==> src/vec_pkt_pkg.sv <==
package vec_pkt_pkg;

  // Three-bit vector type codes carried in the packet.
  localparam logic [2:0] VT_SECURE = 3'h0;
  localparam logic [2:0] VT_STD_NUMERIC = 3'h3;
  localparam logic [2:0] VT_SPECIAL_NUMERIC = 3'h4;
  localparam logic [2:0] VT_ALPHANUMERIC = 3'h5;
  localparam logic [2:0] VT_HEX_BINARY = 3'h6;
  localparam logic [2:0] VT_NUMBERED_NUMERIC = 3'h7;

  // Legal ranges of the vector fields.
  localparam logic [6:0] WORD_POS_MIN = 7'h02;
  localparam logic [6:0] WORD_POS_MAX = 7'h57;
  localparam logic [6:0] START_MIN = 7'h03;
  localparam logic [6:0] START_MAX = 7'h57;
  localparam logic [6:0] LEN_MIN = 7'h01;
  localparam logic [6:0] NUM_LEN_MAX = 7'h08;
  localparam logic [6:0] MSG_LEN_MAX = 7'h55;
  localparam logic [2:0] MAX_CORRECTED_BITS = 3'h2;

  // Bit positions inside the 32-bit vector packet (byte 3 in bits 31:24).
  localparam int POS_WORD_POS = 24;
  localparam int POS_ERR = 23;
  localparam int POS_PHASE = 21;
  localparam int POS_VTYPE = 16;
  localparam int POS_CHECK = 10;
  localparam int POS_LEN = 7;
  localparam int POS_START = 0;

  // Register byte offsets.
  localparam logic [7:0] REG_CTRL = 8'h00;
  localparam logic [7:0] REG_STATUS = 8'h04;
  localparam logic [7:0] REG_IRQ_STATUS = 8'h08;
  localparam logic [7:0] REG_IRQ_CLEAR = 8'h0C;
  localparam logic [7:0] REG_IRQ_ENABLE = 8'h10;
  localparam logic [7:0] REG_COUNTS = 8'h14;
  localparam logic [7:0] REG_LAST_PKT = 8'h18;

  // Reset values and field layout of the registers.
  localparam logic [1:0] CTRL_RESET = 2'h3;
  localparam int CTRL_ENABLE_BIT = 0;
  localparam int CTRL_FILTER_BIT = 1;
  localparam logic [3:0] IRQ_ENABLE_RESET = 4'h0;
  localparam int IRQ_VEC_SENT = 0;
  localparam int IRQ_VEC_ERROR = 1;
  localparam int IRQ_MSG_DROPPED = 2;
  localparam int IRQ_MSG_SENT = 3;
  localparam logic [1:0] RESP_OKAY = 2'h0;
  localparam logic [1:0] RESP_SLVERR = 2'h2;

  // One decoded vector word as delivered by the frame decoder.
  typedef struct packed {
    logic [6:0] vector_word_position;
    logic [1:0] phase;
    logic [2:0] vtype;
    logic [2:0] bit_errors;
    logic check_fail;
    logic value_bad;
    logic long_addr;
    logic [3:0] check_bits;
    logic [6:0] msg_len;
    logic [6:0] msg_start;
  } vector_desc_s;

  // One message word with its frame position and phase.
  typedef struct packed {
    logic [6:0] word_position;
    logic [1:0] phase;
    logic [23:0] data;
  } msg_word_s;

endpackage : vec_pkt_pkg

==> src/vector_packet_formatter.sv <==
// How it works
// - Numeric vector types encode as 011 standard, 100 special format, 111 numbered.
// - Secure, alphanumeric and hex/binary vectors encode as 000, 101 and 110.
// - Each vector packet carries the seven-bit vector word position, legal from 2 to 87.
// - Error flag set on over two bit errors, failed check character or invalid value.
// - Two-bit phase field gives the receive phase, 0 to 3 for a to d.
// - Numeric packets carry the message's initial check bits in a four-bit field.
// - Numeric length field holds word count minus one.
// - For long addresses the first message word follows the vector word directly.
// - Numeric start field gives message start word 3 to 87, second word if long.
// - Non-numeric packets use seven length bits split over bytes 1 and 0.
// - Non-numeric length counts message words in the frame, 1 to 85.
// - Non-numeric start field 3 to 87; long addresses point at the second word.
// - Numeric packets put check bits and upper length bits in byte 1.
// - Message words of an errored vector are never sent.
//
// The implementer's own choices: the placing of the registers and the AXI4-Lite slave port.
`timescale 1ns/100ps
`default_nettype none
module vector_packet_formatter #(
  parameter int CNT_W = 16 // Width of each packet counter.
) (
  input wire logic core_clk_in, // Decoder clock, 20 MHz.
  input wire logic rst_in, // Asynchronous reset, active high.
  input wire logic awvalid_in, // AXI write address valid.
  output logic awready_out, // AXI write address ready.
  input wire logic [7:0] awaddr_in, // AXI write address.
  input wire logic wvalid_in, // AXI write data valid.
  output logic wready_out, // AXI write data ready.
  input wire logic [31:0] wdata_in, // AXI write data.
  input wire logic [3:0] wstrb_in, // AXI write byte strobes.
  output logic bvalid_out, // AXI write response valid.
  input wire logic bready_in, // AXI write response ready.
  output logic [1:0] bresp_out, // AXI write response code.
  input wire logic arvalid_in, // AXI read address valid.
  output logic arready_out, // AXI read address ready.
  input wire logic [7:0] araddr_in, // AXI read address.
  output logic rvalid_out, // AXI read data valid.
  input wire logic rready_in, // AXI read data ready.
  output logic [31:0] rdata_out, // AXI read data.
  output logic [1:0] rresp_out, // AXI read response code.
  input wire logic vec_valid_in, // Decoded vector offered.
  input wire vec_pkt_pkg::vector_desc_s vec_in, // Decoded vector.
  output logic vec_ready_out, // Vector taken when valid and ready.
  input wire logic msg_valid_in, // Message word offered.
  input wire vec_pkt_pkg::msg_word_s msg_in, // Message word.
  output logic msg_ready_out, // Message word taken when valid and ready.
  output logic pkt_valid_out, // Packet to the serial interface valid.
  output logic [31:0] pkt_data_out, // Packet bytes 3..0.
  input wire logic pkt_ready_in, // Serial interface takes the packet.
  output logic irq_out // Level interrupt.
);

  typedef enum logic [1:0] {WIN_IDLE, WIN_LONG_FIRST, WIN_RANGE} window_e;

  window_e win_state;
  logic [1:0] ctrl;
  logic [3:0] irq_status;
  logic [3:0] irq_enable;
  logic [CNT_W-1:0] vec_count;
  logic [CNT_W-1:0] err_count;
  logic [31:0] last_pkt;
  logic [6:0] win_vec_pos;
  logic [1:0] win_phase;
  logic [6:0] win_start;
  logic [6:0] win_left;
  logic aw_held;
  logic w_held;
  logic [7:0] aw_addr;
  logic [31:0] w_data;
  logic [3:0] w_strb;
  logic vec_err;
  logic vec_numeric;
  logic [31:0] vec_pkt;
  logic vec_take;
  logic msg_take;
  logic msg_match;
  logic msg_in_range;
  logic next_pkt_valid;
  logic can_take;
  logic do_write;
  logic [3:0] irq_events;
  logic [3:0] irq_clear;

  // Error checking of the offered vector.
  vector_validator u_validator (
    .desc_in(vec_in),
    .err_out(vec_err),
    .numeric_out(vec_numeric)
  );

  // Byte layout of the vector packet.
  packet_assembler u_assembler (
    .desc_in(vec_in),
    .err_in(vec_err),
    .numeric_in(vec_numeric),
    .pkt_out(vec_pkt)
  );

  // Register address decode.
  function automatic logic reg_hit(input logic [7:0] addr, input logic [7:0] offset);
    reg_hit = (addr == offset);
  endfunction : reg_hit

  function automatic logic reg_mapped(input logic [7:0] addr);
    reg_mapped = addr inside {vec_pkt_pkg::REG_CTRL, vec_pkt_pkg::REG_STATUS, vec_pkt_pkg::REG_IRQ_STATUS,
                              vec_pkt_pkg::REG_IRQ_CLEAR, vec_pkt_pkg::REG_IRQ_ENABLE, vec_pkt_pkg::REG_COUNTS,
                              vec_pkt_pkg::REG_LAST_PKT};
  endfunction : reg_mapped

  // Handshakes of the data path and the message window check.
  always_comb begin
    vec_take = vec_valid_in && vec_ready_out;
    msg_take = msg_valid_in && msg_ready_out;
    msg_in_range = (msg_in.word_position >= win_start) &&
                   ({1'b0, msg_in.word_position} < ({1'b0, win_start} + {1'b0, win_left}));
    msg_match = 1'b0;
    if (msg_in.phase == win_phase) begin
      unique case (win_state)
        WIN_IDLE: msg_match = 1'b0;
        WIN_LONG_FIRST: msg_match = (msg_in.word_position == win_vec_pos + 7'h01);
        WIN_RANGE: msg_match = msg_in_range;
      endcase
    end
    if (!ctrl[vec_pkt_pkg::CTRL_FILTER_BIT]) begin
      msg_match = 1'b1;
    end
    next_pkt_valid = pkt_valid_out && !pkt_ready_in;
    if (vec_take || (msg_take && msg_match)) begin
      next_pkt_valid = 1'b1;
    end
    can_take = !next_pkt_valid && ctrl[vec_pkt_pkg::CTRL_ENABLE_BIT] && !(vec_take || msg_take);
  end

  // Packet register, loaded by a vector or a matching word.
  always_ff @(posedge core_clk_in or posedge rst_in) begin
    if (rst_in) begin
      pkt_valid_out <= 1'b0;
      pkt_data_out <= 32'h0;
    end else begin
      pkt_valid_out <= next_pkt_valid;
      if (vec_take) begin
        pkt_data_out <= vec_pkt;
      end else if (msg_take && msg_match) begin
        pkt_data_out <= {1'b0, msg_in.word_position, msg_in.data};
      end
    end
  end

  // Both readies can rise together; message ready drops the cycle after a vector is offered, and a word taken with a vector loses the packet register to it.
  always_ff @(posedge core_clk_in or posedge rst_in) begin
    if (rst_in) begin
      vec_ready_out <= 1'b0;
      msg_ready_out <= 1'b0;
    end else begin
      vec_ready_out <= can_take;
      msg_ready_out <= can_take && !vec_valid_in;
    end
  end

  // Message window opened by each error-free vector.
  always_ff @(posedge core_clk_in or posedge rst_in) begin
    if (rst_in) begin
      win_state <= WIN_IDLE;
      win_vec_pos <= 7'h0;
      win_phase <= 2'h0;
      win_start <= 7'h0;
      win_left <= 7'h0;
    end else if (vec_take) begin
      win_vec_pos <= vec_in.vector_word_position;
      win_phase <= vec_in.phase;
      win_start <= vec_in.msg_start;
      if (vec_err) begin
        win_state <= WIN_IDLE;
        win_left <= 7'h0;
      end else if (vec_in.long_addr) begin
        win_state <= WIN_LONG_FIRST;
        win_left <= vec_in.msg_len - 7'h01;
      end else begin
        win_state <= WIN_RANGE;
        win_left <= vec_in.msg_len;
      end
    end else if (msg_take && msg_match && ctrl[vec_pkt_pkg::CTRL_FILTER_BIT]) begin
      unique case (win_state)
        WIN_LONG_FIRST: win_state <= (win_left == 7'h0) ? WIN_IDLE : WIN_RANGE;
        WIN_RANGE: win_state <= (msg_in.word_position == win_start + win_left - 7'h01) ? WIN_IDLE : WIN_RANGE;
        WIN_IDLE: win_state <= WIN_IDLE;
      endcase
    end
  end

  // Event counters and the copy of the last vector packet.
  always_ff @(posedge core_clk_in or posedge rst_in) begin
    if (rst_in) begin
      vec_count <= '0;
      err_count <= '0;
      last_pkt <= 32'h0;
    end else if (vec_take) begin
      vec_count <= vec_count + 1'b1;
      last_pkt <= vec_pkt;
      if (vec_err) begin
        err_count <= err_count + 1'b1;
      end
    end
  end

  // Write address and data latch in either order.
  always_ff @(posedge core_clk_in or posedge rst_in) begin
    if (rst_in) begin
      awready_out <= 1'b1;
      aw_held <= 1'b0;
      aw_addr <= 8'h0;
    end else if (awvalid_in && awready_out) begin
      awready_out <= 1'b0;
      aw_held <= 1'b1;
      aw_addr <= awaddr_in;
    end else if (do_write) begin
      awready_out <= 1'b1;
      aw_held <= 1'b0;
    end
  end

  always_ff @(posedge core_clk_in or posedge rst_in) begin
    if (rst_in) begin
      wready_out <= 1'b1;
      w_held <= 1'b0;
      w_data <= 32'h0;
      w_strb <= 4'h0;
    end else if (wvalid_in && wready_out) begin
      wready_out <= 1'b0;
      w_held <= 1'b1;
      w_data <= wdata_in;
      w_strb <= wstrb_in;
    end else if (do_write) begin
      wready_out <= 1'b1;
      w_held <= 1'b0;
    end
  end

  assign do_write = aw_held && w_held && !bvalid_out;

  // Write response; unmapped addresses answer with a slave error.
  always_ff @(posedge core_clk_in or posedge rst_in) begin
    if (rst_in) begin
      bvalid_out <= 1'b0;
      bresp_out <= vec_pkt_pkg::RESP_OKAY;
    end else if (do_write) begin
      bvalid_out <= 1'b1;
      bresp_out <= reg_mapped(aw_addr) ? vec_pkt_pkg::RESP_OKAY : vec_pkt_pkg::RESP_SLVERR;
    end else if (bready_in) begin
      bvalid_out <= 1'b0;
    end
  end

  // Writable control and interrupt enable registers, low byte lane only.
  always_ff @(posedge core_clk_in or posedge rst_in) begin
    if (rst_in) begin
      ctrl <= vec_pkt_pkg::CTRL_RESET;
      irq_enable <= vec_pkt_pkg::IRQ_ENABLE_RESET;
    end else if (do_write && w_strb[0]) begin
      if (reg_hit(aw_addr, vec_pkt_pkg::REG_CTRL)) begin
        ctrl <= w_data[1:0];
      end
      if (reg_hit(aw_addr, vec_pkt_pkg::REG_IRQ_ENABLE)) begin
        irq_enable <= w_data[3:0];
      end
    end
  end

  // Interrupt events and write-one-to-clear pulses.
  always_comb begin
    irq_events = 4'h0;
    irq_events[vec_pkt_pkg::IRQ_VEC_SENT] = vec_take;
    irq_events[vec_pkt_pkg::IRQ_VEC_ERROR] = vec_take && vec_err;
    irq_events[vec_pkt_pkg::IRQ_MSG_DROPPED] = msg_take && !msg_match;
    irq_events[vec_pkt_pkg::IRQ_MSG_SENT] = msg_take && msg_match;
    irq_clear = 4'h0;
    if (do_write && w_strb[0] && reg_hit(aw_addr, vec_pkt_pkg::REG_IRQ_CLEAR)) begin
      irq_clear = w_data[3:0];
    end
  end

  // Sticky status: a new event wins over a clear in the same cycle.
  always_ff @(posedge core_clk_in or posedge rst_in) begin
    if (rst_in) begin
      irq_status <= 4'h0;
      irq_out <= 1'b0;
    end else begin
      irq_status <= (irq_status & ~irq_clear) | irq_events;
      irq_out <= |(((irq_status & ~irq_clear) | irq_events) & irq_enable);
    end
  end

  // Read channel: data is captured at the address handshake.
  always_ff @(posedge core_clk_in or posedge rst_in) begin
    if (rst_in) begin
      arready_out <= 1'b1;
      rvalid_out <= 1'b0;
      rdata_out <= 32'h0;
      rresp_out <= vec_pkt_pkg::RESP_OKAY;
    end else if (arvalid_in && arready_out) begin
      arready_out <= 1'b0;
      rvalid_out <= 1'b1;
      rresp_out <= reg_mapped(araddr_in) ? vec_pkt_pkg::RESP_OKAY : vec_pkt_pkg::RESP_SLVERR;
      unique case (araddr_in)
        vec_pkt_pkg::REG_CTRL: rdata_out <= {30'h0, ctrl};
        vec_pkt_pkg::REG_STATUS: rdata_out <= {14'h0, win_phase, win_left, win_start, win_state};
        vec_pkt_pkg::REG_IRQ_STATUS: rdata_out <= {28'h0, irq_status};
        vec_pkt_pkg::REG_IRQ_ENABLE: rdata_out <= {28'h0, irq_enable};
        vec_pkt_pkg::REG_COUNTS: rdata_out <= {err_count[15:0], vec_count[15:0]};
        vec_pkt_pkg::REG_LAST_PKT: rdata_out <= last_pkt;
        default: rdata_out <= 32'h0;
      endcase
    end else if (rvalid_out && rready_in) begin
      rvalid_out <= 1'b0;
      arready_out <= 1'b1;
    end
  end

endmodule : vector_packet_formatter
`default_nettype wire

==> src/vector_validator.sv <==
`timescale 1ns/100ps
`default_nettype none
module vector_validator (
  input wire vec_pkt_pkg::vector_desc_s desc_in, // Vector under test.
  output logic err_out, // Error flag for the packet.
  output logic numeric_out // Vector is one of the numeric kinds.
);

  logic type_ok;
  logic len_ok;
  logic start_ok;
  logic pos_ok;

  // Classify the type code and check every field range.
  always_comb begin
    numeric_out = (desc_in.vtype == vec_pkt_pkg::VT_STD_NUMERIC) ||
                  (desc_in.vtype == vec_pkt_pkg::VT_SPECIAL_NUMERIC) ||
                  (desc_in.vtype == vec_pkt_pkg::VT_NUMBERED_NUMERIC);
    type_ok = numeric_out || (desc_in.vtype == vec_pkt_pkg::VT_SECURE) ||
              (desc_in.vtype == vec_pkt_pkg::VT_ALPHANUMERIC) ||
              (desc_in.vtype == vec_pkt_pkg::VT_HEX_BINARY);
    len_ok = (desc_in.msg_len >= vec_pkt_pkg::LEN_MIN) &&
             (desc_in.msg_len <= (numeric_out ? vec_pkt_pkg::NUM_LEN_MAX : vec_pkt_pkg::MSG_LEN_MAX));
    start_ok = (desc_in.msg_start >= vec_pkt_pkg::START_MIN) &&
               (desc_in.msg_start <= vec_pkt_pkg::START_MAX);
    pos_ok = (desc_in.vector_word_position >= vec_pkt_pkg::WORD_POS_MIN) &&
             (desc_in.vector_word_position <= vec_pkt_pkg::WORD_POS_MAX);
    err_out = (desc_in.bit_errors > vec_pkt_pkg::MAX_CORRECTED_BITS) || desc_in.check_fail ||
              desc_in.value_bad || !type_ok || !len_ok || !start_ok || !pos_ok;
  end

endmodule : vector_validator
`default_nettype wire

==> src/packet_assembler.sv <==
`timescale 1ns/100ps
`default_nettype none
module packet_assembler (
  input wire vec_pkt_pkg::vector_desc_s desc_in, // Vector to format.
  input wire logic err_in, // Error flag to place.
  input wire logic numeric_in, // Numeric layout selected.
  output logic [31:0] pkt_out // Four-byte packet, byte 3 on top.
);

  logic [6:0] len_minus_one;

  // Lay the fields out; unused bits are driven to zero.
  always_comb begin
    len_minus_one = desc_in.msg_len - 7'h01;
    pkt_out = 32'h0;
    pkt_out[vec_pkt_pkg::POS_WORD_POS +: 7] = desc_in.vector_word_position;
    pkt_out[vec_pkt_pkg::POS_ERR] = err_in;
    pkt_out[vec_pkt_pkg::POS_PHASE +: 2] = desc_in.phase;
    pkt_out[vec_pkt_pkg::POS_VTYPE +: 3] = desc_in.vtype;
    pkt_out[vec_pkt_pkg::POS_START +: 7] = desc_in.msg_start;
    if (numeric_in) begin
      pkt_out[vec_pkt_pkg::POS_CHECK +: 4] = desc_in.check_bits;
      pkt_out[vec_pkt_pkg::POS_LEN +: 3] = len_minus_one[2:0];
    end else begin
      pkt_out[vec_pkt_pkg::POS_LEN +: 7] = desc_in.msg_len;
    end
  end

endmodule : packet_assembler
`default_nettype wire

==> config.mk <==
export PLATFORM = sky130hd
export DESIGN_NAME = vector_packet_formatter
export DESIGN_NICKNAME = d
export VERILOG_FILES = /design/src/vec_pkt_pkg.sv /design/src/vector_packet_formatter.sv /design/src/vector_validator.sv /design/src/packet_assembler.sv
export SDC_FILE = /design/constraint.sdc
export NUM_CORES = 1
export LEC_CHECK = 0
export BUFFER_PORTS_ARGS = -buffer_cell sky130_fd_sc_hd__buf_2
export CAP_MARGIN = 20
export CORE_UTILIZATION = 31
export CTS_CLUSTER_DIAMETER = 50
export CTS_CLUSTER_SIZE = 24
export DETAILED_ROUTE_END_ITERATION = 12
export PLACE_DENSITY = 0.56
export SLEW_MARGIN = 30
export SYNTH_ARGS = -nofsm -noshare
export SYNTH_HDL_FRONTEND = slang
export SYNTH_HIERARCHICAL = 1
export SYNTH_SLANG_ARGS = --single-unit
==> constraint.sdc <==
create_clock -name core_clk_in -period 6.3 [get_ports core_clk_in]
set_input_delay 0.63 -clock core_clk_in [delete_from_list [all_inputs] [get_ports core_clk_in]]
set_output_delay 0.63 -clock core_clk_in [all_outputs]
set_load 0.01 [all_outputs]
Word level (Yosys, flattened, before mapping)
Index checks and enable logic that the tools add are counted. Widths: inputs -> output; s select.

Eq/ne operators: 22. Muxes and demuxes: 33. Div/mod/pow operators: 0. Multipliers: 0. Reduce and logical (&&, ||, !) cells: 62. $lt $le $gt $ge: 9. $add $sub $neg: 7. Shift-type cells: 0. Bitwise operators: 4.

Operator list (count): $pmux 32 s6 (1); $mux 32 (2); $eq 8x5->1 const B (6); $add 16x1->16 const B (2); $eq 8x4->1 const B (4); $mux 7 (4); $logic_and 1x1->1 (22); $eq 8x3->1 const B (2); $logic_not 8->1 (2); $mux 2 (8); $mux 1 (15); $eq 7x7->1 (2); $ge 7x2->1 const B (2); $le 7x7->1 const B (2); $reduce_bool 7->1 (2); $sub 7x1->7 const B (2); $logic_or 1x1->1 (13); $eq 3x3->1 const B (4); $reduce_bool 2->1 (6); $logic_not 1->1 (10); $add 7x7->8 (1); $and 4x4->4 (2); $lt 7x8->1 (1); $add 7x1->7 const B (1); 19 further kinds (21).

Memories: 0. Memory bits (read-only): 0. Logic and storage cells: 166. Output and inout port bits: 77. Bits in writable memories: 0. Input bits: 131. Register bits after elaboration: 186. Bits in latches: 0.

Depth between registers and ports, before layout
Gate-level depths: netlist of the first run.

Depth after elaboration: 15. Gate-level depth with buffers: 17. Mapped depth without buffers: 16.

Hierarchy
Netlist of the first run, hierarchy kept.

By module, submodules not included: vector_packet_formatter (area each 9452.8 um^2, sequential area each 4735.8 um^2, times used 1, cells an instance 995); packet_assembler (area each 314.1 um^2, sequential area each 0.0 um^2, times used 1, cells an instance 38); vector_validator (area each 281.5 um^2, sequential area each 0.0 um^2, times used 1, cells an instance 39).

Least setup slack after synthesis of the first run
OpenSTA, ideal clock, no wires.

Kind: in2reg. Start: input vec_in[24] in the netlist's numbering. End: register err_count[13]. Path buffers: 1. Library setup time: 0.080 ns. Cell stages on the path: 15. Data arrival time: 3.065 ns. Setup slack: 3.155 ns. Required time: 6.220 ns. Path through: inv_1 -> ha_1 -> a21o_4 -> ha_1 -> o211ai_1 -> a221o_1 -> a211o_1 -> and3_1 -> clkbuf_1 -> and4_1 -> and2_1 -> nand2_1 -> inv_1 -> nand4_1 -> xnor2_1.

Longest elaborated chain between the ends: 12. Elaborated cells between the ends (all ways): 21. Those cells by class: order compare: 1; eq/ne: 5; mux: 1; reduce/logical: 14.

RTL lines: start: declaration (line vector_packet_formatter.sv:43) `input wire vec_pkt_pkg::vector_desc_s vec_in,`; branches (longest 8 deep; another with $le 7x7->1); $logic_or 1x1->1 (*) (3 in a row) (line vector_validator.sv:29) `desc_in.value_bad || !type_ok || !len_ok || !start_ok || !pos_ok;`; named net vec_err (line vector_packet_formatter.sv:72) `logic vec_err;`; $reduce_and 2->1 (no line) (*); end signal: assignment (line vector_packet_formatter.sv:202) `err_count <= err_count + 1'b1;`; end: declaration (line vector_packet_formatter.sv:61) `logic [CNT_W-1:0] err_count;`.

Mark *: on every way through the listed nets, which the timed path passes. A chain may end at the register's enable or synchronous reset.

Final worst setup path of the first run
Start: register win_start[0]. End: register irq_status[3].

Longest elaborated chain between the ends: 8. Elaborated cells between the ends (all ways): 9. Those cells by class: add/sub: 1; order compare: 2; mux: 3; bitwise: 1; reduce/logical: 2.

RTL lines: start: declaration (line vector_packet_formatter.sv:65) `logic [6:0] win_start;`; start signal: assignment (line vector_packet_formatter.sv:172) `win_start <= vec_in.msg_start;`; $add 7x7->8 (line vector_packet_formatter.sv:116) `({1'b0, msg_in.word_position} < ({1'b0, win_start} + {1'b0, win_left}));`; $lt 7x8->1 (line vector_packet_formatter.sv:116); $logic_and 1x1->1 (*) (line vector_packet_formatter.sv:115) `msg_in_range = (msg_in.word_position >= win_start) &&`; $pmux 1 s3 (*) (line vector_packet_formatter.sv:119) `unique case (win_state)`; $mux 1 (*) (line vector_packet_formatter.sv:118) `if (msg_in.phase == win_phase) begin`; $mux 1 (*) (line vector_packet_formatter.sv:125) `if (!ctrl[vec_pkt_pkg::CTRL_FILTER_BIT]) begin`; $logic_and 1x1->1 (*) (line vector_packet_formatter.sv:276) `irq_events[vec_pkt_pkg::IRQ_MSG_SENT] = msg_take && msg_match;`; $or 4x4->4 (*) (line vector_packet_formatter.sv:289) `irq_status <= (irq_status & ~irq_clear) | irq_events;`; end signal: assignment (line vector_packet_formatter.sv:289); end: declaration (line vector_packet_formatter.sv:58) `logic [3:0] irq_status;`.

Every way passes the cells marked *; elsewhere a longest branch is shown, timed or not.

==> impl_metrics.csv, run 1 <==
group,metric,value,unit
status,status,"finished clean",
setup_path,startpoint_type,"register",
pwr,leakagePower,0.00571,uW
cts,post_cts_resized,0,
pwr,p_sw,1520,uW
detailed_routing,antenna_left,0,
setup_path,end_kind,"register",
sta,setup_viol,0,
finish,num-nets-final,1381,
setup_path,path_class,"reg -> reg",
setup_path,slowest_stage,"o211a_2",
synthesis,synth_area,0.0100,mm^2
synthesis,synthCells,1072,
global_routing,track_usage,19.2,%
global_routing,met1_usage,28.3,%
finish,final_area,0.0117,mm^2
detailed_routing,routed_wl,31.0,mm
finish,layout-drive-gt1-share,21.7,%
pwr,combPwrFrac,32.2,%
setup_path,reg2reg_from,"win_start[0]$_DFFE_PP0P_",
synthesis,seq_area_frac_synth,47.1,%
setup_path,r2r-end,"irq_status[3]$_DFF_PP0_",
sta,worst_slack,2.29,ns
detailed_routing,drc,0,
global_routing,use_met3,4.19,%
cts,h-tree-depth,4,
pwr,ir_drop,0.202,mV
cts,clk_path_buf_depth,2,
die,ios,208,
synthesis,yosys_warnings,6,
global_routing,grt_pass1_vias,8094,
detailed_routing,viasPerCell,5.15,
die,die-area,0.0331,mm^2
cts,ctsHoldBuffers,0,
die,die_w,182,um
detailed_routing,drt_first_pass_iters,8,
place,dp_slack,2.35,ns
global_routing,grt_max_degree,143,
flow_run,maxCapViolCount,0,
cts,cts_tree,"built",
global_routing,grt-busiest-layer,"met1",
cts,ctsRootBufferMaster,"clkbuf_16",
sta,timing.final.crit_share,63.6,%
setup_path,worstRegToRegCells,15,
setup_path,r2r_slack,2.29,ns
sta,finalHoldViolCount,0,
pwr,p_int,2690,uW
die,core_area,0.0317,mm^2
setup_path,slowest_delay,0.74,ns
place,io_buffers,174,
global_routing,antenna_found_initial,2,
place,gp_congestion,0.859,
setup_path,cpMostUsedCell,"nor2_1",
finish,final_common_cell,"nand2_1",
place,place_hpwl,22.4,mm
cts,insertion_delay,0.45,ns
sta,grt_setup_unrepaired,"false",
die,die_h,182,um
pwr,power_density,359,mW/mm^2
sta,slew_violations,0,
finish,finish.utilization,37.0,%
synthesis,ys_seq_elements,189,
setup_path,arrival,4.33,ns
sta,slew_headroom,37.8,%
finish,area_growth,16.7,%
global_routing,overflow,0,
detailed_routing,first_iter_violations,797,
cts,cts_buffers,17,
global_routing,grtUsageMet2,28.1,%
setup_path,path_max_fanout,33,
detailed_routing,post_drt_wl_per_cell,19.2,um
cts,path_clk_slew,0.08,ns
finish,layout_common_cells,"nand2_1 (208), dfrtp_1 (184), buf_2 (176)",
sta,setup_tns,0,ns
global_routing,grt_pass1_wl,48.7,mm
pwr,pwr-share-seq,42.5,%
setup_path,crit_chain,"ha_1, fa_1, a21oi_1, nor2_1, nor2_1, nor2_1, o21ai_0, nand2b_1, xnor2_1, ha_1, o221ai_1, a2bb2oi_1, o211a_2, nor2_1, or2_2",
min_path,hp-class,"in -> async",
place,dpl-instance-area,0.0111,mm^2
sta,fin_worst_skew,0.0177,ns
synthesis,synth_edf_count,0,
sta,fmaxAchievable,250,MHz
sta,worst_slew_pin_slew,0.926,ns
cts,postCtsSetupBuffers,0,
cts,cts_sinks,189,
die,row_count,65,
detailed_routing,vias,8333,
setup_path,required,6.63,ns
synthesis,async_reset_ff_share,100,%
sta,period_needed,4.01,ns
synthesis,yosysUniqueCellTypes,69,
synthesis,synth_ff_type,"dfrtp_1",
pwr,clkPwrFrac,25.3,%
die,start_util,31.7,%
synthesis,syn_area_per_cell,9.37,um^2
pwr,p_sw_share,36.2,%
==> synthesized netlist by cell type, drive strengths merged (6+ instances only) <==
master	count	area share [%]
dfrtp	184	46
nand4	7	0.44
mux2	26	3.1
ha	46	5.7
a31oi	32	2.0
mux2i	10	1.0
o21ai	92	4.6
xnor2	46	4.0
a222oi	8	0.80
nor4	8	0.50
nand3	20	1.0
nor3	10	0.61
nor2	53	2.0
a21oi	59	2.9
o22ai	7	0.44
and4	6	0.52
a22o	7	0.61
inv	48	1.8
clkbuf	49	1.8
a22oi	18	1.4
nand2	209	7.8
buf	32	2.3
xor2	16	1.4
a21o	11	0.91
==> per-layer routing <==
| metal | routed length, um | vias to the layer above | share of wire (%) |
|---|---|---|---|
| met5 | 11 | - | 0.035 |
| met2 | 13500 | 246 | 44 |
| li1 | - | 3948 | - |
| met1 | 15000 | 4114 | 48 |
| met4 | 414 | 2 | 1.3 |
| met3 | 2070 | 23 | 6.7 |
==> kinds of logic (layout without fill, tap and decap cells) <==
logic type               Yosys count  count (layout)  share of synthesized area (%)
AND/OR/NAND/NOR                  343             343                           15.0
AO/OA/AOI/OAI                    262             262                           16.0
flip-flops                       189             189                           47.1
buffers and inverters            129             267                           5.94
XOR/XNOR                          63              63                           5.64
adder cells (fa/ha/maj)           48              48                           6.13
multiplexers                      36              36                           4.06
other                              2               9                         0.0747
==> cell type report <==
type | instances | area [um^2]
antenna | 2 | 5.00
clock buffer | 17 | 425
clock inverter | 15 | 158
fill | 3295 | 20000
inverter | 48 | 193
multi-input combinational | 759 | 4750
sequential | 189 | 4740
tap | 402 | 503
timing repair buffer | 187 | 963
==> power groups by stage <==
stage | clock, uW | sequential [uW] | combinational [uW]
after floorplan | 0 | 1780 | 945
after global placement | 0 | 1800 | 1340
after detailed placement | 0 | 1810 | 1350
after CTS | 1090 | 1790 | 1360
after global routing | 1140 | 1830 | 1560
final | 1070 | 1790 | 1360
==> worst max-delay path, delay by kind of cell (launching register included) <==
family	cells	cell delay, ns
AO/OA/AOI/OAI	5	1.48
adder cells (fa/ha/maj)	3	0.94
AND/OR/NAND/NOR	6	0.88
flip-flops	1	0.44
XOR/XNOR	1	0.14
==> how the worst max path moves through the flow <==
stage	slack, ns	endpoint	from	depth (start not counted)
after floorplan	0.54	aw_addr[0]$_DFFE_PP0P_	rst_in	1
after global placement	2.16	pkt_data_out[26]$_DFFE_PP0P_	win_left[2]$_DFFE_PP0P_	14
after detailed placement	2.35	irq_status[3]$_DFF_PP0_	win_start[0]$_DFFE_PP0P_	15
after CTS	2.32	irq_status[3]$_DFF_PP0_	win_start[0]$_DFFE_PP0P_	15
after global routing	2.01	irq_status[3]$_DFF_PP0_	win_start[0]$_DFFE_PP0P_	15
final	2.29	irq_status[3]$_DFF_PP0_	win_start[0]$_DFFE_PP0P_	15
==> flip-flops by register name, summed over array words and instances, names as in the netlist, 2 cells and up <==
name          flops
aw_addr           8
ctrl              2
err_count        16
irq_enable        4
irq_status        4
last_pkt         32
pkt_data_out     32
rdata_out        32
vec_count        16
w_data            4
win_left          7
win_phase         2
win_start         7
win_state         2
win_vec_pos       7
==> per-stage QoR <==
stage | power, uW | instances | hold slack [ns]
after floorplan | 2730 | 1077 | 0.442
after global placement | 3140 | 1583 | 0.458
after detailed placement | 3170 | 1585 | 0.460
after CTS | 4240 | 1617 | 0.319
after global routing | 4530 | 1617 | 0.326
final | 4220 | 1619 | 0.335
(Power assumes the default switching activity.)
==> run 2, diff against run 1 <==
==> constraint.sdc (replaced) <==
create_clock -name core_clk_in -period 4.1 [get_ports core_clk_in]
set_input_delay 0.41 -clock core_clk_in [delete_from_list [all_inputs] [get_ports core_clk_in]]
set_output_delay 0.41 -clock core_clk_in [all_outputs]
set_load 0.01 [all_outputs]
==> run 2 against run 1 <==
Critical endpoint is now pkt_data_out[12]$_DFFE_PP0P_. Combinational power up 54%. Setup slack worse by 1.7 ns. Clock-buffer cell count unchanged. Maximum frequency up 15%. Critical path type unchanged. Total power up 55%. Highest routed layer unchanged.
==> impl_metrics.csv, run 2 (synthesized netlist as in run 1, its figures left out) <==
group,metric,value,unit
sta,setup_tns,0,ns
pwr,clkPwrFrac,25.5,%
sta,period_needed,3.48,ns
min_path,worstHoldEndpoint,"awready_out$_DFFE_PP1P_",
status,status,"finished clean",
finish,antennaDiodeCount,0,
setup_path,reg2reg_from,"win_start[0]$_DFFE_PP0P_",
setup_path,startpoint_type,"register",
min_path,hp-class,"in -> reg",
detailed_routing,drt_first_pass_iters,8,
detailed_routing,drc,0,
finish,layout-drive-gt1-share,22.0,%
pwr,pwr-share-seq,42.3,%
cts,clk_path_buf_depth,2,
die,core_area,0.0317,mm^2
finish,fillers,3243,
pwr,p_sw,2330,uW
pwr,p_int,4190,uW
cts,h-tree-depth,4,
setup_path,r2r-end,"pkt_data_out[12]$_DFFE_PP0P_",
global_routing,grt_pass1_wl,48.4,mm
pwr,leakagePower,0.00575,uW
finish,area_growth,17.3,%
detailed_routing,post_drt_wl_per_cell,19.3,um
setup_path,worstRegToRegCells,16,
detailed_routing,viasPerCell,5.14,
place,place_hpwl,23.0,mm
sta,slew_violations,0,
finish,multi_input_area,0.00475,mm^2
min_path,hp-start,"awvalid_in",
detailed_routing,antenna_left,0,
sta,slew_headroom,34.7,%
place,io_buffers,174,
global_routing,grt_max_degree,115,
detailed_routing,routed_wl,31.3,mm
finish,final_common_cell,"nand2_1",
setup_path,end_kind,"register",
die,start_util,31.7,%
pwr,combPwrFrac,32.2,%
setup_path,path_max_fanout,16,
cts,ctsHoldBuffers,0,
pwr,p_sw_share,35.7,%
cts,path_clk_slew,0.08,ns
global_routing,antenna_found_initial,1,
die,row_count,65,
sta,timing.final.crit_share,85.0,%
setup_path,slowest_delay,0.44,ns
detailed_routing,first_iter_violations,702,
sta,worst_slew_pin_slew,0.979,ns
finish,reg_top3,"last_pkt (32), pkt_data_out (32), rdata_out (32)",
die,ios,208,
setup_path,r2r_slack,0.62,ns
cts,cts_tree,"built",
finish,num-nets-final,1386,
pwr,power_density,553,mW/mm^2
sta,worst_slack,0.616,ns
setup_path,cp_num_buf_inv,1,
flow_run,maxCapViolCount,0,
sta,whs,0.116,ns
die,die-area,0.0331,mm^2
setup_path,slowest_stage,"dfrtp_1",
die,die_w,182,um
sta,fmaxAchievable,287,MHz
setup_path,required,4.47,ns
finish,layout_common_cells,"nand2_1 (208), dfrtp_1 (184), buf_2 (174)",
sta,finalHoldViolCount,0,
global_routing,track_usage,19.3,%
sta,grt_setup_unrepaired,"false",
cts,insertion_delay,0.44,ns
global_routing,grt_pass1_vias,8011,
setup_path,arrival,3.86,ns
setup_path,crit_chain,"ha_1, fa_1, a21oi_1, nor2_1, nor2_1, nor2_1, o21ai_0, nand2b_1, xnor2_1, ha_1, o221ai_1, a2bb2oi_1, o211a_2, buf_4, o21ai_0, a21oi_1",
min_path,min_path_cells,2,
cts,ctsRootBufferMaster,"clkbuf_16",
place,dp_slack,0.644,ns
detailed_routing,vias,8332,
setup_path,cpMostUsedCell,"nor2_1",
place,gp_congestion,0.892,
global_routing,overflow,0,
setup_path,path_class,"reg -> reg",
sta,setup_viol,0,
cts,cts_sinks,189,
pwr,ir_drop,0.301,mV
cts,postCtsSetupBuffers,0,
finish,seqCellArea,0.00474,mm^2
cts,post_cts_resized,0,
setup_path,cp_top_family,"compound AO/OA/AOI/OAI gates",
cts,cts_buffers,17,
sta,fin_worst_skew,0.0158,ns
die,die_h,182,um
## run 2: worst max-delay path by stage
stage | to | startpoint | slack (ns) | cells past startpoint
global placement | pkt_data_out[3]$_DFFE_PP0P_ | win_start[0]$_DFFE_PP0P_ | 0.68 | 16
CTS | pkt_data_out[12]$_DFFE_PP0P_ | win_start[0]$_DFFE_PP0P_ | 0.61 | 16
global route | pkt_data_out[15]$_DFFE_PP0P_ | win_start[0]$_DFFE_PP0P_ | 0.23 | 16
detailed placement | pkt_data_out[12]$_DFFE_PP0P_ | win_start[0]$_DFFE_PP0P_ | 0.64 | 16
floorplan | pkt_data_out[19]$_DFFE_PP0P_ | win_start[0]$_DFFE_PP0P_ | 1.06 | 16
finish | pkt_data_out[12]$_DFFE_PP0P_ | win_start[0]$_DFFE_PP0P_ | 0.62 | 16
## run 2: cell type report
| class | count | share of cell area [%] |
|---|---|---|
| Clock buffer | 17 | 3.61 |
| Clock inverter | 15 | 1.31 |
| Inverter | 48 | 1.56 |
| Multi-Input combinational cell | 759 | 40.3 |
| Sequential cell | 189 | 40.2 |
| Tap cell | 402 | 4.27 |
| Timing Repair Buffer | 192 | 8.78 |
## run 2: through the flow
step / power (uW) / instances / util (%) / instance area [um^2]
after global routing: 6970 / 1622 / 37.2 / 11800
after global placement: 4830 / 1590 / 35.3 / 11200
after floorplan: 4190 / 1077 / - / 10100
after detailed placement: 4870 / 1590 / 35.3 / 11200
after CTS: 6560 / 1622 / 37.1 / 11800
final: 6520 / 1622 / 37.2 / 11800
## run 2: power by group through the flow
stage / logic, uW / registers (uW) / clock network (uW)
4_1_cts: 2110 / 2750 / 1700
5_1_grt: 2380 / 2820 / 1770
3_3_place_gp: 2060 / 2770 / 0
6_report: 2100 / 2760 / 1660
3_5_place_dp: 2090 / 2780 / 0
2_1_floorplan: 1450 / 2740 / 0
## run 2: worst reg2reg max path: stages, from the launching register on
cell and delay [ns]:
dfrtp_1 0.44, ha_1 0.25, fa_1 0.41, a21oi_1 0.15, nor2_1 0.05, nor2_1 0.14, nor2_1 0.06, o21ai_0 0.16
nand2b_1 0.09, xnor2_1 0.13, ha_1 0.27, o221ai_1 0.10, a2bb2oi_1 0.33, o211a_2 0.29, buf_4 0.26, o21ai_0 0.14
a21oi_1 0.15
## run 2: per-layer routing
layer	global-route usage, %	part of all wire, %	up-vias
met4	3.80	0.84	2
met1	28.2	48	4083
met2	29.1	44	280
li1	-	-	3950
met3	4.27	7.0	17
met5	0	0.032	-
==> run 3, diff against run 2 <==
==> constraint.sdc (replaced) <==
create_clock -name core_clk_in -period 3.4 [get_ports core_clk_in]
set_input_delay 0.34 -clock core_clk_in [delete_from_list [all_inputs] [get_ports core_clk_in]]
set_output_delay 0.34 -clock core_clk_in [all_outputs]
set_load 0.01 [all_outputs]
==> run 3 against run 2 <==
Flip-flop and latch count unchanged. Maximum frequency increased by 8.4%. Clock skew decreased by 0.0043 ns. Final area increased by 2.8%. Cell count grew 1.3%. Register-to-register slack worse by 0.43 ns. Largest cell class unchanged.
==> impl_metrics.csv, run 3 (synthesized netlist as in run 1, its figures left out) <==
group,metric,value,unit
sta,period_needed,3.21,ns
global_routing,grtUsageMet2,29.4,%
detailed_routing,antenna_left,0,
finish,finish.utilization,38.2,%
global_routing,grt_pass1_vias,8239,
global_routing,track_usage,19.6,%
global_routing,use_met3,4.83,%
setup_path,required,3.76,ns
die,ios,208,
die,die_w,182,um
cts,cts_buffers,17,
finish,final_area,0.0121,mm^2
setup_path,end_kind,"register",
die,row_count,65,
sta,finalHoldViolCount,0,
cts,h-tree-depth,4,
global_routing,grt_max_degree,124,
global_routing,grt-busiest-layer,"met2",
finish,multi_input_area,0.00483,mm^2
setup_path,path_class,"reg -> reg",
setup_path,slowest_stage,"dfrtp_1",
die,die_h,182,um
finish,num-nets-final,1407,
setup_path,slowest_delay,0.37,ns
pwr,ir_drop,0.460,mV
finish,fillers,3282,
finish,final_common_cell,"nand2_1",
finish,layout_common_cells,"nand2_1 (208), dfrtp_1 (184), buf_2 (174)",
sta,slew_headroom,42.3,%
cts,ctsRootBufferMaster,"clkbuf_16",
place,place_hpwl,23.5,mm
place,gp_congestion,0.870,
detailed_routing,first_iter_violations,687,
flow_run,maxCapViolCount,0,
cts,ctsHoldBuffers,0,
global_routing,met1_usage,28.2,%
finish,layout-drive-gt1-share,24.4,%
setup_path,path_max_fanout,15,
cts,cts_sinks,189,
cts,insertion_delay,0.44,ns
pwr,p_total,8230,uW
finish,reg_top3,"last_pkt (32), pkt_data_out (32), rdata_out (32)",
sta,whs,0.0207,ns
place,io_buffers,174,
detailed_routing,routed_wl,32.4,mm
place,dpl.cell_count,1607,
global_routing,overflow,0,
sta,fmaxAchievable,311,MHz
cts,path_clk_slew,0.07,ns
pwr,leakagePower,0.00589,uW
min_path,hp-class,"in -> async",
sta,slew_violations,0,
detailed_routing,vias,8542,
finish,seqCellArea,0.00474,mm^2
die,die-area,0.0331,mm^2
die,start_util,31.7,%
setup_path,arrival,3.57,ns
finish,area_growth,20.5,%
cts,cts_tree,"built",
die,core_area,0.0317,mm^2
detailed_routing,post_drt_wl_per_cell,19.7,um
detailed_routing,drt_first_pass_iters,6,
global_routing,antenna_found_initial,2,
sta,timing.final.crit_share,94.5,%
cts,clk_path_buf_depth,2,
detailed_routing,drc,0,
setup_path,crit_chain,"inv_1, ha_1, inv_1, nor4_4, nor2b_1, xnor2_1, ha_1, or3_1, o221ai_1, a2bb2oi_2, o211ai_1, buf_4, buf_6, a31oi_2, a21oi_1",
sta,fin_worst_skew,0.0116,ns
detailed_routing,viasPerCell,5.20,
pwr,power_density,679,mW/mm^2
setup_path,startpoint_type,"register",
global_routing,grt_pass1_wl,49.4,mm
sta,worst_slew_pin_slew,0.862,ns
place,dpl-instance-area,0.0114,mm^2
sta,setup_viol,0,
finish,fin_cells,1643,
status,status,"finished clean",
[run 3: changes by cell type in the layout (fill, tap and decap cells not counted), sizes merged]
cell      change
buf          +20
inv           -5
bufinv        +3
clkbuf        +2
clkinv        +2
clkinvlp      -2
diode         +1
[run 3: path summary, 6_finish.rpt]
kind                                                     end  slack, ns  depth (start not counted)                      start
worst min-delay path               rdata_out[21]$_DFFE_PP0P_       0.02                          3                     rst_in
max in group asynchronous           win_state[0]$_DFFE_PP0P_       2.71                          3                     rst_in
min in group core_clk_in             awready_out$_DFFE_PP1P_       0.06                          2                 awvalid_in
worst min register to register     rdata_out[11]$_DFFE_PP0P_       0.47                          2  rdata_out[11]$_DFFE_PP0P_
worst max-delay path            pkt_data_out[27]$_DFFE_PP0P_       0.19                         15   win_start[2]$_DFFE_PP0P_
worst max register to register  pkt_data_out[27]$_DFFE_PP0P_       0.19                         15   win_start[2]$_DFFE_PP0P_
[run 3: final cells by class]
class	instances	share of cell area (%)
Inverter	48	1.52
Clock buffer	18	3.54
Tap cell	402	4.15
Antenna cell	1	0.0207
Clock inverter	13	1.57
Multi-Input combinational cell	759	39.9
Sequential cell	189	39.1
Timing Repair Buffer	213	10.2
[run 3: metrics by stage]
stage,setup WS [ns],TNS [ns]
final,0.185,0
after global routing,-0.0268,-0.183
after CTS,0.0498,0
after detailed placement,0.0755,0
after global placement,0.104,0
after floorplan,0.358,0
[run 3: critical path, delay by kind of cell, from the launching register on]
family                     cells  cell delay, ns
AOI/OAI and AO/OA              5            0.76
and+or+nand+nor                3            0.69
buffers and inverters          4            0.59
adders and majority gates      2            0.56
DFF                            1            0.37
xor gates and xnor gates       1            0.14
[run 3: routing by layer]
| metal | vias up | wire [um] |
|---|---|---|
| li1 | 3991 | - |
| met1 | 4253 | 15500 |
| met2 | 274 | 14300 |
| met3 | 22 | 2110 |
| met4 | 2 | 420 |
| met5 | - | 8 |
[run 3: where the power goes]
| group | internal [uW] | total, uW | switching (uW) |
|---|---|---|---|
| Clock | 1240 | 2140 | 908 |
| Combinational | 1290 | 2790 | 1500 |
| Sequential | 2850 | 3300 | 445 |
[run 3: repair_timing]
| action | CTS | global route |
|---|---|---|
| setup buffers | 0 | 3 |
| hold endpoints to repair | 0 | 0 |
| endpoints found under the setup margin | 0 | 37 |
| resized for setup | 0 | 18 |
